<file path="src/core/bpm_defs.vh">
// offsets, field positions, reset values and timing counts of the battery protection monitor
`ifndef BPM_DEFS_VH
`define BPM_DEFS_VH
// register byte offsets
`define BPM_REG_PROT 8'h00
`define BPM_REG_STAT 8'h01
`define BPM_REG_CUR_HI 8'h0e
`define BPM_REG_CUR_LO 8'h0f
`define BPM_REG_ACC_HI 8'h10
`define BPM_REG_ACC_LO 8'h11
// protection register fields
`define BPM_PROT_HIGH 7
`define BPM_PROT_LOW 6
`define BPM_PROT_CHG_OC 5
`define BPM_PROT_DIS_OC 4
`define BPM_PROT_CC_PIN 3
`define BPM_PROT_DC_PIN 2
`define BPM_PROT_CPERMIT 1
`define BPM_PROT_DPERMIT 0
// status register fields
`define BPM_STAT_DSLEEP_EN 5
`define BPM_STAT_PSEL_EN 3
`define BPM_STAT_SLEEPING 0
// reset values
`define BPM_STAT_RST 8'h00
`define BPM_PERMIT_RST 1'b1
// timing: clock rate and the disconnect time in its own unit
`define BPM_CLK_HZ 50000000
`define BPM_DISC_SEC 2
`define BPM_DISC_CYC (`BPM_CLK_HZ * `BPM_DISC_SEC)
// protection qualification counts in clock cycles
`define BPM_HIGH_DLY 1000
`define BPM_LOW_DLY 1000
`define BPM_OC_DLY 500
`define BPM_SHORT_DLY 10
// accumulator fraction bits below the visible 16-bit word
`define BPM_ACC_FRAC 12
// current limits of the 12-bit signed register
`define BPM_CUR_MAX 16'sh07ff
`define BPM_CUR_MIN -16'sh0800
`endif

</file>
<file path="src/core/bpm_top.v">
// battery protection monitor: power modes, cell protection, current and accumulator
//
// Notes on behaviour
// - two power modes; measuring, accumulating and protecting happen only when active.
// - disconnect sleep enabled and data line low over two seconds enters sleep.
// - cell below low threshold past its delay: both fets off, flag, sleep.
// - pack select command with select enabled: disable sleeps, enable wakes.
// - asleep, data line rising wakes when disconnect sleep on, select off.
// - asleep, power switch pulled low wakes the device.
// - asleep, pack terminal above cell wakes when pack select is off.
// - device comes up active after reset.
// - protection monitoring of voltage and current only while active.
// - cell above high threshold past delay: charge fet off, flag set.
// - after overvoltage, charge returns once cell drops below resume threshold.
// - filtered sense above excess threshold past delay: both off, charge flag.
// - charge overcurrent sinks probe current; released when pack below margin.
// - sense below negative threshold past delay: discharge off, flag, probe source.
// - short on unfiltered sense past delay: discharge off, discharge flag.
// - discharge off on undervoltage, overcurrent, short, permit low or sleep.
// - charge off on overvoltage, undervoltage, charge overcurrent, permit low or sleep.
// - current stored as signed 12-bit value, saturating at the limits.
// - internal resistor mode scales by compensation gain into 0.625 mA steps.
// - external resistor mode stores sense voltage directly in 15.625 uV steps.
// - signed accumulator rises on charge, falls on discharge.
// - host may overwrite the accumulator anytime; a measurement in the same cycle as the write is not accumulated.
// - protection flags stay set until the host clears them.
// - recalling the second nonvolatile block sets both permit bits to one.
//
// Implementation choices: the plain strobed port and the register addresses.
`timescale 1ns/100ps
`include "bpm_defs.vh"

// one delay qualifier: fires once the input has held past the delay
module bpm_qualify #(
  parameter DELAY = 1000
) (
  input wire clock,
  input wire sys_rst,
  input wire run,
  input wire cond,
  output wire trip
);
  reg [31:0] count;

  // restart whenever the comparator drops or monitoring stops
  always @(posedge clock) begin
    if (sys_rst || !run || !cond) begin
      count <= 32'h0000_0000;
    end else if (count != DELAY) begin
      count <= count + 32'h0000_0001;
    end
  end

  assign trip = run && cond && (count == DELAY);
endmodule // bpm_qualify

module bpm_top #(
  parameter DISC_CYCLES = `BPM_DISC_CYC,
  parameter HIGH_DELAY = `BPM_HIGH_DLY,
  parameter LOW_DELAY = `BPM_LOW_DLY,
  parameter OC_DELAY = `BPM_OC_DLY,
  parameter SHORT_DELAY = `BPM_SHORT_DLY
) (
  // clock and reset
  input wire clock,
  input wire sys_rst,
  // register port
  input wire [7:0] reg_addr,
  input wire [7:0] reg_wdata,
  input wire reg_wr,
  input wire reg_rd,
  output reg [7:0] reg_rdata,
  // host side pins and commands
  input wire host_data_line,
  input wire power_switch_input_n,
  input wire pack_select_command,
  input wire pack_select_enable_pack,
  input wire recall_block1,
  // comparator results, already in this clock domain
  input wire cell_above_high,
  input wire cell_below_low,
  input wire cell_below_resume,
  input wire sense_above_excess,
  input wire sense_below_neg_excess,
  input wire short_above_threshold,
  input wire pack_above_cell,
  input wire pack_below_release,
  input wire pack_above_release,
  // measurement stream
  input wire meas_valid,
  input wire signed [15:0] meas_value,
  input wire sense_internal,
  input wire [7:0] comp_gain,
  // outputs
  output wire charge_fet_drive,
  output wire discharge_fet_drive,
  output reg probe_sink,
  output reg probe_source,
  output wire active_mode
);
  localparam MODE_ACTIVE = 1'b0;
  localparam MODE_SLEEP = 1'b1;
  localparam [7:0] STAT_RST = `BPM_STAT_RST;

  reg mode;
  reg cell_high_flag, cell_low_flag;
  reg charge_excess_current_flag, discharge_excess_current_flag;
  reg charge_permit_bit, discharge_permit_bit;
  reg disconnect_sleep_enable, pack_select_enable;
  reg high_hold, low_hold, chg_oc_hold, dis_oc_hold;
  reg dq_s1, dq_s2, dq_s3, dq_lvl, dq_prev;
  reg ps_s1, ps_s2, ps_s3, ps_lvl;
  reg [31:0] disc_count;
  reg signed [11:0] current;
  reg signed [27:0] accum;
  wire run;
  wire high_trip, low_trip, chg_oc_trip, dis_oc_trip, short_trip;
  wire wr_prot, disc_expired;
  reg signed [24:0] scaled;
  reg signed [16:0] sat_in;
  reg signed [11:0] next_current;

  assign active_mode = (mode == MODE_ACTIVE);
  assign run = active_mode;
  assign wr_prot = reg_wr && (reg_addr == `BPM_REG_PROT);

  // three-stage pin synchronisers; a level counts when stages two and three agree
  always @(posedge clock) begin
    if (sys_rst) begin
      dq_s1 <= 1'b0;
      dq_s2 <= 1'b0;
      dq_s3 <= 1'b0;
      dq_lvl <= 1'b0;
      dq_prev <= 1'b0;
      ps_s1 <= 1'b1;
      ps_s2 <= 1'b1;
      ps_s3 <= 1'b1;
      ps_lvl <= 1'b1;
    end else begin
      dq_s1 <= host_data_line;
      dq_s2 <= dq_s1;
      dq_s3 <= dq_s2;
      dq_prev <= dq_lvl;
      ps_s1 <= power_switch_input_n;
      ps_s2 <= ps_s1;
      ps_s3 <= ps_s2;
      if (dq_s2 == dq_s3) begin
        dq_lvl <= dq_s3;
      end
      if (ps_s2 == ps_s3) begin
        ps_lvl <= ps_s3;
      end
    end
  end

  // data line low timer for pack disconnection
  always @(posedge clock) begin
    if (sys_rst || dq_lvl || !active_mode) begin
      disc_count <= 32'h0000_0000;
    end else if (disc_count != DISC_CYCLES) begin
      disc_count <= disc_count + 32'h0000_0001;
    end
  end
  assign disc_expired = (disc_count == DISC_CYCLES); // longer than two seconds

  // delay qualifiers, one per protection condition
  bpm_qualify #(.DELAY(HIGH_DELAY)) u_high (
    .clock(clock), .sys_rst(sys_rst), .run(run),
    .cond(cell_above_high), .trip(high_trip)
  );
  bpm_qualify #(.DELAY(LOW_DELAY)) u_low (
    .clock(clock), .sys_rst(sys_rst), .run(run),
    .cond(cell_below_low), .trip(low_trip)
  );
  bpm_qualify #(.DELAY(OC_DELAY)) u_chg_oc (
    .clock(clock), .sys_rst(sys_rst), .run(run),
    .cond(sense_above_excess), .trip(chg_oc_trip)
  );
  bpm_qualify #(.DELAY(OC_DELAY)) u_dis_oc (
    .clock(clock), .sys_rst(sys_rst), .run(run),
    .cond(sense_below_neg_excess), .trip(dis_oc_trip)
  );
  bpm_qualify #(.DELAY(SHORT_DELAY)) u_short (
    .clock(clock), .sys_rst(sys_rst), .run(run),
    .cond(short_above_threshold), .trip(short_trip)
  );

  // power mode machine; a wake and a sleep never compete since each acts from one mode
  always @(posedge clock) begin
    if (sys_rst) begin
      mode <= MODE_ACTIVE;
    end else begin
      case (mode)
        MODE_ACTIVE: begin
          if (pack_select_command && pack_select_enable && !pack_select_enable_pack) begin
            mode <= MODE_SLEEP;
          end else if (disconnect_sleep_enable && disc_expired) begin
            mode <= MODE_SLEEP;
          end else if (low_trip) begin
            mode <= MODE_SLEEP;
          end
        end
        MODE_SLEEP: begin
          if (pack_select_command && pack_select_enable && pack_select_enable_pack) begin
            mode <= MODE_ACTIVE;
          end else if (disconnect_sleep_enable && !pack_select_enable &&
                       dq_lvl && !dq_prev) begin
            mode <= MODE_ACTIVE;
          end else if (!ps_lvl) begin
            mode <= MODE_ACTIVE;
          end else if (pack_above_cell && !pack_select_enable) begin
            mode <= MODE_ACTIVE;
          end
        end
        default: begin
          mode <= MODE_ACTIVE;
        end
      endcase
    end
  end

  // trip holds: each stays until its own release condition
  always @(posedge clock) begin
    if (sys_rst) begin
      high_hold <= 1'b0;
      low_hold <= 1'b0;
      chg_oc_hold <= 1'b0;
      dis_oc_hold <= 1'b0;
    end else begin
      if (high_trip) begin
        high_hold <= 1'b1;
      end else if (cell_below_resume) begin
        high_hold <= 1'b0;
      end
      if (low_trip) begin
        low_hold <= 1'b1;
      end else if (pack_above_cell) begin
        low_hold <= 1'b0; // charger attached
      end
      if (chg_oc_trip) begin
        chg_oc_hold <= 1'b1;
      end else if (pack_below_release) begin
        chg_oc_hold <= 1'b0;
      end
      if (dis_oc_trip || short_trip) begin
        dis_oc_hold <= 1'b1;
      end else if (pack_above_release) begin
        dis_oc_hold <= 1'b0;
      end
    end
  end

  // probe currents run only while an overcurrent waits for release
  always @(posedge clock) begin
    if (sys_rst) begin
      probe_sink <= 1'b0;
      probe_source <= 1'b0;
    end else begin
      probe_sink <= chg_oc_hold && !chg_oc_trip && !pack_below_release;
      probe_source <= dis_oc_hold && !pack_above_release;
    end
  end

  // fet drives, high means the fet conducts; a trip cuts it in the same cycle
  assign discharge_fet_drive = !(low_hold || low_trip || chg_oc_hold || chg_oc_trip ||
    dis_oc_hold || dis_oc_trip || short_trip ||
    !discharge_permit_bit || !active_mode);
  assign charge_fet_drive = !(high_hold || high_trip || low_hold || low_trip ||
    chg_oc_hold || chg_oc_trip || !charge_permit_bit || !active_mode);

  // protection register: sticky flags, set wins over a host clear
  always @(posedge clock) begin
    if (sys_rst) begin
      cell_high_flag <= 1'b0;
      cell_low_flag <= 1'b0;
      charge_excess_current_flag <= 1'b0;
      discharge_excess_current_flag <= 1'b0;
      charge_permit_bit <= `BPM_PERMIT_RST;
      discharge_permit_bit <= `BPM_PERMIT_RST;
    end else begin
      if (high_trip) begin
        cell_high_flag <= 1'b1;
      end else if (wr_prot && !reg_wdata[`BPM_PROT_HIGH]) begin
        cell_high_flag <= 1'b0;
      end
      if (low_trip) begin
        cell_low_flag <= 1'b1;
      end else if (wr_prot && !reg_wdata[`BPM_PROT_LOW]) begin
        cell_low_flag <= 1'b0;
      end
      if (chg_oc_trip) begin
        charge_excess_current_flag <= 1'b1;
      end else if (wr_prot && !reg_wdata[`BPM_PROT_CHG_OC]) begin
        charge_excess_current_flag <= 1'b0;
      end
      if (dis_oc_trip || short_trip) begin
        discharge_excess_current_flag <= 1'b1;
      end else if (wr_prot && !reg_wdata[`BPM_PROT_DIS_OC]) begin
        discharge_excess_current_flag <= 1'b0;
      end
      // recall outranks a same-cycle write to the permits
      if (recall_block1) begin
        charge_permit_bit <= 1'b1;
        discharge_permit_bit <= 1'b1;
      end else if (wr_prot) begin
        charge_permit_bit <= reg_wdata[`BPM_PROT_CPERMIT];
        discharge_permit_bit <= reg_wdata[`BPM_PROT_DPERMIT];
      end
    end
  end

  // status register control bits
  always @(posedge clock) begin
    if (sys_rst) begin
      disconnect_sleep_enable <= STAT_RST[`BPM_STAT_DSLEEP_EN];
      pack_select_enable <= STAT_RST[`BPM_STAT_PSEL_EN];
    end else if (reg_wr && (reg_addr == `BPM_REG_STAT)) begin
      disconnect_sleep_enable <= reg_wdata[`BPM_STAT_DSLEEP_EN];
      pack_select_enable <= reg_wdata[`BPM_STAT_PSEL_EN];
    end
  end

  // scale and saturate one measurement into the 12-bit register
  // sat_in keeps 17 bits so a full-scale gain product clamps instead of wrapping
  always @* begin
    scaled = meas_value * $signed({1'b0, comp_gain}); // gain is 1.7 fixed point
    if (sense_internal) begin
      sat_in = scaled[23:7];
    end else begin
      sat_in = {meas_value[15], meas_value};
    end
    if (sat_in > `BPM_CUR_MAX) begin
      next_current = 12'sh7ff;
    end else if (sat_in < `BPM_CUR_MIN) begin
      next_current = 12'sh800;
    end else begin
      next_current = sat_in[11:0];
    end
  end

  // current register and accumulator; host writes replace one byte and a same-cycle measurement is not accumulated
  always @(posedge clock) begin
    if (sys_rst) begin
      current <= 12'sh000;
      accum <= 28'sh0000000;
    end else begin
      if (meas_valid && active_mode) begin
        current <= next_current;
      end
      if (reg_wr && (reg_addr == `BPM_REG_ACC_HI)) begin
        accum <= {reg_wdata, accum[19:0]};
      end else if (reg_wr && (reg_addr == `BPM_REG_ACC_LO)) begin
        accum <= {accum[27:20], reg_wdata, accum[11:0]};
      end else if (meas_valid && active_mode) begin
        accum <= accum + {{16{next_current[11]}}, next_current};
      end
    end
  end

  // read data stands one cycle after the strobe, zero otherwise
  always @(posedge clock) begin
    if (sys_rst || !reg_rd) begin
      reg_rdata <= 8'h00;
    end else begin
      case (reg_addr)
        `BPM_REG_PROT: reg_rdata <= {cell_high_flag, cell_low_flag,
          charge_excess_current_flag, discharge_excess_current_flag,
          !charge_fet_drive, !discharge_fet_drive,
          charge_permit_bit, discharge_permit_bit};
        `BPM_REG_STAT: reg_rdata <= {2'b00, disconnect_sleep_enable, 1'b0,
          pack_select_enable, 2'b00, !active_mode};
        `BPM_REG_CUR_HI: reg_rdata <= {{4{current[11]}}, current[11:8]};
        `BPM_REG_CUR_LO: reg_rdata <= current[7:0];
        `BPM_REG_ACC_HI: reg_rdata <= accum[27:20];
        `BPM_REG_ACC_LO: reg_rdata <= accum[19:12];
        default: reg_rdata <= 8'h00;
      endcase
    end
  end
endmodule // bpm_top

</file>
<file path="config.mk">
export PLATFORM = sky130hd
export DESIGN_NAME = bpm_top
export DESIGN_NICKNAME = d
export VERILOG_FILES = /design/src/core/bpm_top.v
export VERILOG_INCLUDE_DIRS = /design/src /design/src/core
export SDC_FILE = /design/constraint.sdc
export NUM_CORES = 1
export LEC_CHECK = 0
export ABC_AREA = 1
export BUFFER_PORTS_ARGS = -buffer_cell sky130_fd_sc_hd__buf_2
export CAP_MARGIN = 20
export CORE_MARGIN = 5
export CORE_UTILIZATION = 30
export CTS_BUF_LIST = sky130_fd_sc_hd__clkbuf_8 sky130_fd_sc_hd__clkbuf_16
export DETAILED_ROUTE_END_ITERATION = 12
export PLACE_DENSITY = 0.43
export SLEW_MARGIN = 10
export SYNTH_ARGS = -nofsm -noshare
export SYNTH_HDL_FRONTEND = slang
export SYNTH_SLANG_ARGS = --single-unit
</file>
<file path="constraint.sdc">
create_clock -name clock -period 7.5 [get_ports clock]
set_input_delay 0.75 -clock clock [delete_from_list [all_inputs] [get_ports clock]]
set_output_delay 0.75 -clock clock [all_outputs]
set_load 0.01 [all_outputs]
</file>
# ---- Word level (Yosys, flattened, before mapping)
# Cells that the tools add are included.
dict set report word_totals {
  inputBits 60
  elab_cells 189
  register_bits 264
  out_inout_bits 13
}
dict set report classes {
  muxes 31
  addsub 7
  n_reduce_logical 90
  eq_ne 20
  mul 1
  bitwise 3
  n_lt_le_gt_ge 2
}
# cell n
set op_table {}
lappend op_table {{32-bit by 1-bit adder with 32-bit output, second input constant} 6}
lappend op_table {{28-bit two-way mux} 3}
lappend op_table {{32-bit by 10-bit == test with 1-bit output, second input constant} 2}
lappend op_table {{32-bit by 9-bit == test with 1-bit output, second input constant} 2}
lappend op_table {{32-bit by 10-bit != test with 1-bit output, second input constant} 2}
lappend op_table {{32-bit by 9-bit != test with 1-bit output, second input constant} 2}
lappend op_table {{8-bit case mux with 6 select lines} 1}
lappend op_table {{32-bit by 27-bit == test with 1-bit output, second input constant} 1}
lappend op_table {{32-bit by 4-bit == test with 1-bit output, second input constant} 1}
lappend op_table {{32-bit by 27-bit != test with 1-bit output, second input constant} 1}
lappend op_table {{32-bit by 4-bit != test with 1-bit output, second input constant} 1}
lappend op_table {{1-bit logical AND} 30}
lappend op_table {{28-bit adder} 1}
lappend op_table {{1-bit logical OR} 25}
lappend op_table {{16-bit by 9-bit multiplier with 24-bit output} 1}
lappend op_table {{12-bit two-way mux} 2}
lappend op_table {{1-bit two-way mux} 23}
lappend op_table {{1-bit logical NOT} 20}
lappend op_table {{2-bit nonzero test} 10}
lappend op_table {{17-bit by 12-bit > comparator with 1-bit output, second input constant} 1}
lappend op_table {{17-bit by 12-bit < comparator with 1-bit output, second input constant} 1}
lappend op_table {{17-bit two-way mux} 1}
lappend op_table {{8-bit by 4-bit == test with 1-bit output, second input constant} 2}
lappend op_table {{8-bit by 5-bit == test with 1-bit output, second input constant} 2}
lappend op_table {{other kinds (9)} 13}

# ---- Logic depth before layout (Yosys ltp)
dict set report depth {
  ltp_word 12
  mapped_depth 48
  mapped_depth_nobuf 44
}

# ---- Cells and area by module
# Synthesis repeated with hierarchy kept, for this count alone.
dict set report hier_totals {
  cells_unflattened 3370
  hier_area_um2 21343.0
}
# mod area_each_um2 cells_each instances seq_area_each_um2
set by_module_without_submodules {}
lappend by_module_without_submodules {bpm_top 11290.8 1658 1 2082.0}
lappend by_module_without_submodules {{bpm_qualify (u_high ...)} 2044.5 342 2 640.6}
lappend by_module_without_submodules {{bpm_qualify (u_chg_oc ...)} 1969.4 341 2 640.6}
lappend by_module_without_submodules {{bpm_qualify (u_short)} 2024.4 346 1 640.6}

# ---- Worst setup path before layout
# No wires, ideal clock.
dict set report synth_path {
  path_type {in2reg}
  start {input comp_gain[2]}
  end {register accum[21]}
  path_buffers 6
  setup_slack_ns -0.247
  cell_stages 41
  arrival_ns 7.615
  setup_time_ns 0.132
  cell_sequence {clkbuf_1 clkbuf_1 nand2_1 fa_1 inv_1 fa_1 inv_1 fa_1 fa_1 inv_1 ha_1 nand2_1 nor2_1 nand2_1 nor2_1 nand2_1 nand4_1 nand3_4 (+5 left out) buf_2 nand2_1 ha_1 nand3_1 nand2_1 a31oi_1 o21ai_1 a21oi_1 o21ai_1 nand3_1 o21ai_1 nand2_1 nand2_2 nand2_1 nand2_1 nand2_1 nand3_1 a21oi_1}
}
dict set report synth_between {
  elab_chain_cells 9
  word_cells_on_any_way 10
  cone_classes {add/sub: 1; mul: 1; order compare: 2; mux: 6}
}
# item line_no
set synth_lines {}
lappend synth_lines {{from (decl)} bpm_top.v:93} ;# input wire [7:0] comp_gain,
lappend synth_lines {{16-bit by 9-bit multiplier with 24-bit output *} bpm_top.v:326} ;# scaled = meas_value * $signed({1'b0, comp_gain});
lappend synth_lines {{17-bit two-way mux *} bpm_top.v:327} ;# if (sense_internal) begin
lappend synth_lines {{17-bit by 12-bit < comparator with 1-bit output (no source line)} n/a}
lappend synth_lines {{12-bit two-way mux} bpm_top.v:334} ;# end else if (sat_in < `BPM_CUR_MIN) begin
lappend synth_lines {{12-bit two-way mux *} bpm_top.v:332} ;# if (sat_in > `BPM_CUR_MAX) begin
lappend synth_lines {{named net next_current[11]} bpm_top.v:121} ;# reg signed [11:0] next_current;
lappend synth_lines {{28-bit adder *} bpm_top.v:355} ;# accum <= accum + {{16{next_current[11]}}, next_current};
lappend synth_lines {{28-bit two-way mux *} bpm_top.v:354} ;# end else if (meas_valid && active_mode) begin
lappend synth_lines {{28-bit two-way mux *} bpm_top.v:352} ;# end else if (reg_wr && (reg_addr == `BPM_REG_ACC_LO)) begin
lappend synth_lines {{28-bit two-way mux *} bpm_top.v:350} ;# if (reg_wr && (reg_addr == `BPM_REG_ACC_HI)) begin
lappend synth_lines {{to (signal assigned)} bpm_top.v:351} ;# accum <= {reg_wdata, accum[19:0]};
lappend synth_lines {{to (signal assigned)} bpm_top.v:353} ;# accum <= {accum[27:20], reg_wdata, accum[11:0]};
lappend synth_lines {{to (signal assigned)} bpm_top.v:355}
lappend synth_lines {{to (decl)} bpm_top.v:115} ;# reg signed [27:0] accum;
# The timed path passes the listed nets; every way through them passes the cells marked *. The select of a mux whose other input is x is not followed.
# A chain may end at the register's enable or synchronous reset.

# ---- Worst setup path in the final report
dict set report layout_path {
  start {input comp_gain[3]}
  end {register accum[14]}
}
dict set report layout_between {
  elab_chain_cells 8
  word_cells_on_any_way 9
  cone_classes {add/sub: 1; mul: 1; order compare: 2; mux: 5}
}
# item line_no
set layout_lines {}
lappend layout_lines {{16-bit by 9-bit multiplier with 24-bit output *} bpm_top.v:326}
lappend layout_lines {{17-bit two-way mux *} bpm_top.v:327}
lappend layout_lines {{17-bit by 12-bit < comparator with 1-bit output (no source line)} n/a}
lappend layout_lines {{12-bit two-way mux} bpm_top.v:334}
lappend layout_lines {{12-bit two-way mux *} bpm_top.v:332}
lappend layout_lines {{named net next_current[5]} bpm_top.v:121}
lappend layout_lines {{28-bit adder *} bpm_top.v:355}
lappend layout_lines {{28-bit two-way mux *} bpm_top.v:354}
lappend layout_lines {{28-bit two-way mux *} bpm_top.v:352}
# Marked as above.

==> flow_summary.ini <==
[status]
status = complete, no violations

[sta]
setup_slack_ps = 571
final_hold_viol_count = 0
worst_pin_slew_ps = 968
finalCritPeriodShare_pct = 92.4
maxSlewViolCount = 0
setup_viol = 0
max_freq_mhz = 144
max_slew_margin_pct = 35.3
period_minus_slack_ps = 6930
finClkSkew_ps = 28.5

[synthesis]
ys_seq_area_share_pct = 27.5
synth_edf_count = 0
yosysTopAreaCell = dfxtp_1
yosysUniqueCellTypes = 58
synth_top_area_share_pct = 27.5
yosys_most_used_dff = dfxtp_1
syn_nets = 3063
synth_seq_cells = 264
mappedNetlistArea_sq_mm = 0.0192
syn_area_per_cell_sq_um = 6.78
yosys-top-cells-area = dfxtp_1, inv_1, nand2_1
syn_inst = 2836
synth_async_sr_flop_share_pct = 0
synth_warnings = 0

[power_and_ir_drop]
clock_power_share_pct = 23.5
p_int_mw = 4.03
swShare_pct = 42.0
p_sw_mw = 2.92
power_density_mw_per_mm2 = 314
vdd_drop_max_uv = 194
power_frac_comb_pct = 54.0
p_total_mw = 6.94
leakage_nw = 9.55
p_seq_share_pct = 22.5

[clock_tree]
cts_tree = yes
clk_pin_slew_ps = 60
clockBufferDepth = 3
htree_levels = 2
cts_root_buf = clkbuf_16
cts.sinks = 264
cts_buffers = 35
clock_latency_ps = 540
cts_hold_buffers = 0

[die]
start_util_pct = 30.4
die_h_microns = 263
dieWidth_microns = 263
core_sq_mm = 0.0633
rows = 92
dieArea_sq_mm = 0.0693
ios = 73

[setup_path]
cp-start-kind = primary input
crit_fanout = 12
crit_top_cell = nand2_1
max_stage_delay_ps = 550
cp.required_ps = 7910
arrival_ps = 7340
crit_buf_inv = 7
cp_slowest_cell = fa_1
worst-setup-path-type = primary input to flip-flop
crit_family = adder cells
end_kind = flip-flop

[detailed_routing]
via_count = 17980
ant_nets = 0
wl_mm = 54.0
drt_iter0_drc = 915
wl_per_cell_microns = 14.1
drc = 0
viasPerCell = 4.70
firstDrtPassIters = 7

[global_route]
grt_use_total_pct = 15.6
grt_pass1_vias = 18130
overflow = 0
grt_max_degree = 40
grt_pass1_wl_mm = 91.9
antenna_found_initial = 1

[worst_hold_path]
min_path_type = primary input to flip-flop

[flow_run]
max_cap_violations = 0

[placement]
port_buffers = 72
place_ws_ps = -67.9
gp_congestion = 0.844
dp_hpwl_mm = 42.4

[cells_and_area]
nFillCells = 6923
area_growth_pct = 15.1
finalCoreUtilization_pct = 34.9
finalNetCount = 3186
antenna_cells = 0
drive_gt1_share_pct = 10.6
## area by class of cell
cell class	instances	area [sq um]	share of cell area, %
Clock buffer	44	1000	4.52
Clock inverter	14	118	0.532
Inverter	607	2280	10.3
Multi-Input combinational cell	1894	11400	51.4
Sequential cell	264	5290	23.9
Tap cell	846	1060	4.78
Timing Repair Buffer	157	1020	4.60
## synth_stat cells (3+ instances only)
cell and number:
and3_1 3, inv_2 5, nand3_1 125, ha_1 67, clkinv_1 4, xor2_1 17
dfxtp_1 264, buf_6 4, a21oi_1 222, o21a_1 13, nor4_1 42, a211oi_1 8
o31ai_1 6, fa_1 100, nor3_2 9, nand2_1 536, nor4_2 4, clkbuf_1 56
nor2_2 19, nor3_1 118, nand3b_1 7, o21bai_1 3, nor3b_1 15, nand2_4 6
or2_2 12, o21ai_0 172, a221oi_1 6, xnor2_1 10, o22ai_1 7, nor2_1 207
nand2_2 29, nor2_4 5, nand4_1 57, inv_1 598, a31oi_1 22, nand3_2 4
o41ai_1 9, o21ai_1 13, buf_2 7
## repair_timing
item,4_1_cts,5_1_grt
hold endpoints to repair,0,0
setup buffers,0,0
endpoints found under the setup margin,0,11
resized for setup,0,15
## final timing paths
kind                      startpoint                      end  slack (ps)  cells after the start
setup reg to reg     mode$_SDFF_PP0_   accum[11]$_SDFFE_PP0P_        4390                     10
hold / removal    pack_above_release  probe_source$_SDFF_PP0_         380                      2
hold reg to reg     dq_s1$_SDFF_PP0_         dq_s2$_SDFF_PP0_         410                      2
setup / recovery        comp_gain[3]   accum[14]$_SDFFE_PP0P_         570                     39
## per-layer routing
metal | track usage, % | part of all wire, %
met1 | 21.4 | 48
met2 | 26.1 | 46
met3 | 1.77 | 3.3
met4 | 4.39 | 2.6
met5 | 0 | 0.013
## power groups by stage
| stage | registers, mW | clock network [mW] | logic, mW |
|---|---|---|---|
| after floorplan | 1.56 | 0 | 2.59 |
| after global placement | 1.59 | 0 | 3.72 |
| after detailed placement | 1.59 | 0 | 3.72 |
| after CTS | 1.56 | 1.71 | 3.74 |
| after global routing | 1.57 | 1.76 | 4.32 |
| final | 1.56 | 1.63 | 3.75 |
## layout by cell type, fill, tap and decap left out, drive strengths merged, types with 22 or more instances in the layout
cell | netlist | final
nor3 | 128 | 128
a31oi | 22 | 22
nor4 | 46 | 46
clkbuf | 56 | 50
inv | 603 | 609
o21ai | 187 | 187
dfxtp | 264 | 264
a21oi | 222 | 222
buf | 15 | 151
nand3 | 130 | 130
ha | 67 | 67
nor2 | 231 | 231
fa | 100 | 100
nand2 | 571 | 571
nand4 | 57 | 57
## flip-flops by register name, summed over array words and instances, names as in the netlist, 12 cells and up
name	count
accum	28
current	12
disc_count	32
u_chg_oc.count	32
u_dis_oc.count	32
u_high.count	32
u_low.count	32
u_short.count	32
## through the flow
stage          hold WS, ps  std cells  area [sq um]  TNS (ps)
2_1_floorplan          388       2836         19200         0
3_3_place_gp           401       3768         21000         0
3_5_place_dp           403       3768         21000      -240
4_1_cts                350       3826         22100         0
5_1_grt                360       3826         22100    -0.802
6_report               385       3826         22100         0
## kinds of logic (layout without fill, tap and decap cells)
logic type | Yosys count | count (layout) | share of synthesized area [%]
flip-flops | 264 | 264 | 27.5
buffers and inverters | 678 | 822 | 13.6
adder cells (fa/ha/maj) | 167 | 167 | 14.8
AO/OA/AOI/OAI | 495 | 495 | 14.0
XOR/XNOR | 27 | 27 | 1.23
AND/OR/NAND/NOR | 1205 | 1205 | 28.9
## worst register-to-register path, stage by stage (launching register included)
cell and delay (ps):
dfxtp_1 560, inv_1 190, nand2_1 390, clkinv_1 600, nand2_1 450, nor2_1 130, buf_4 270, inv_1 180
a21oi_1 80, o21ai_0 90, inv_1 50
(Power assumes the default switching activity.)
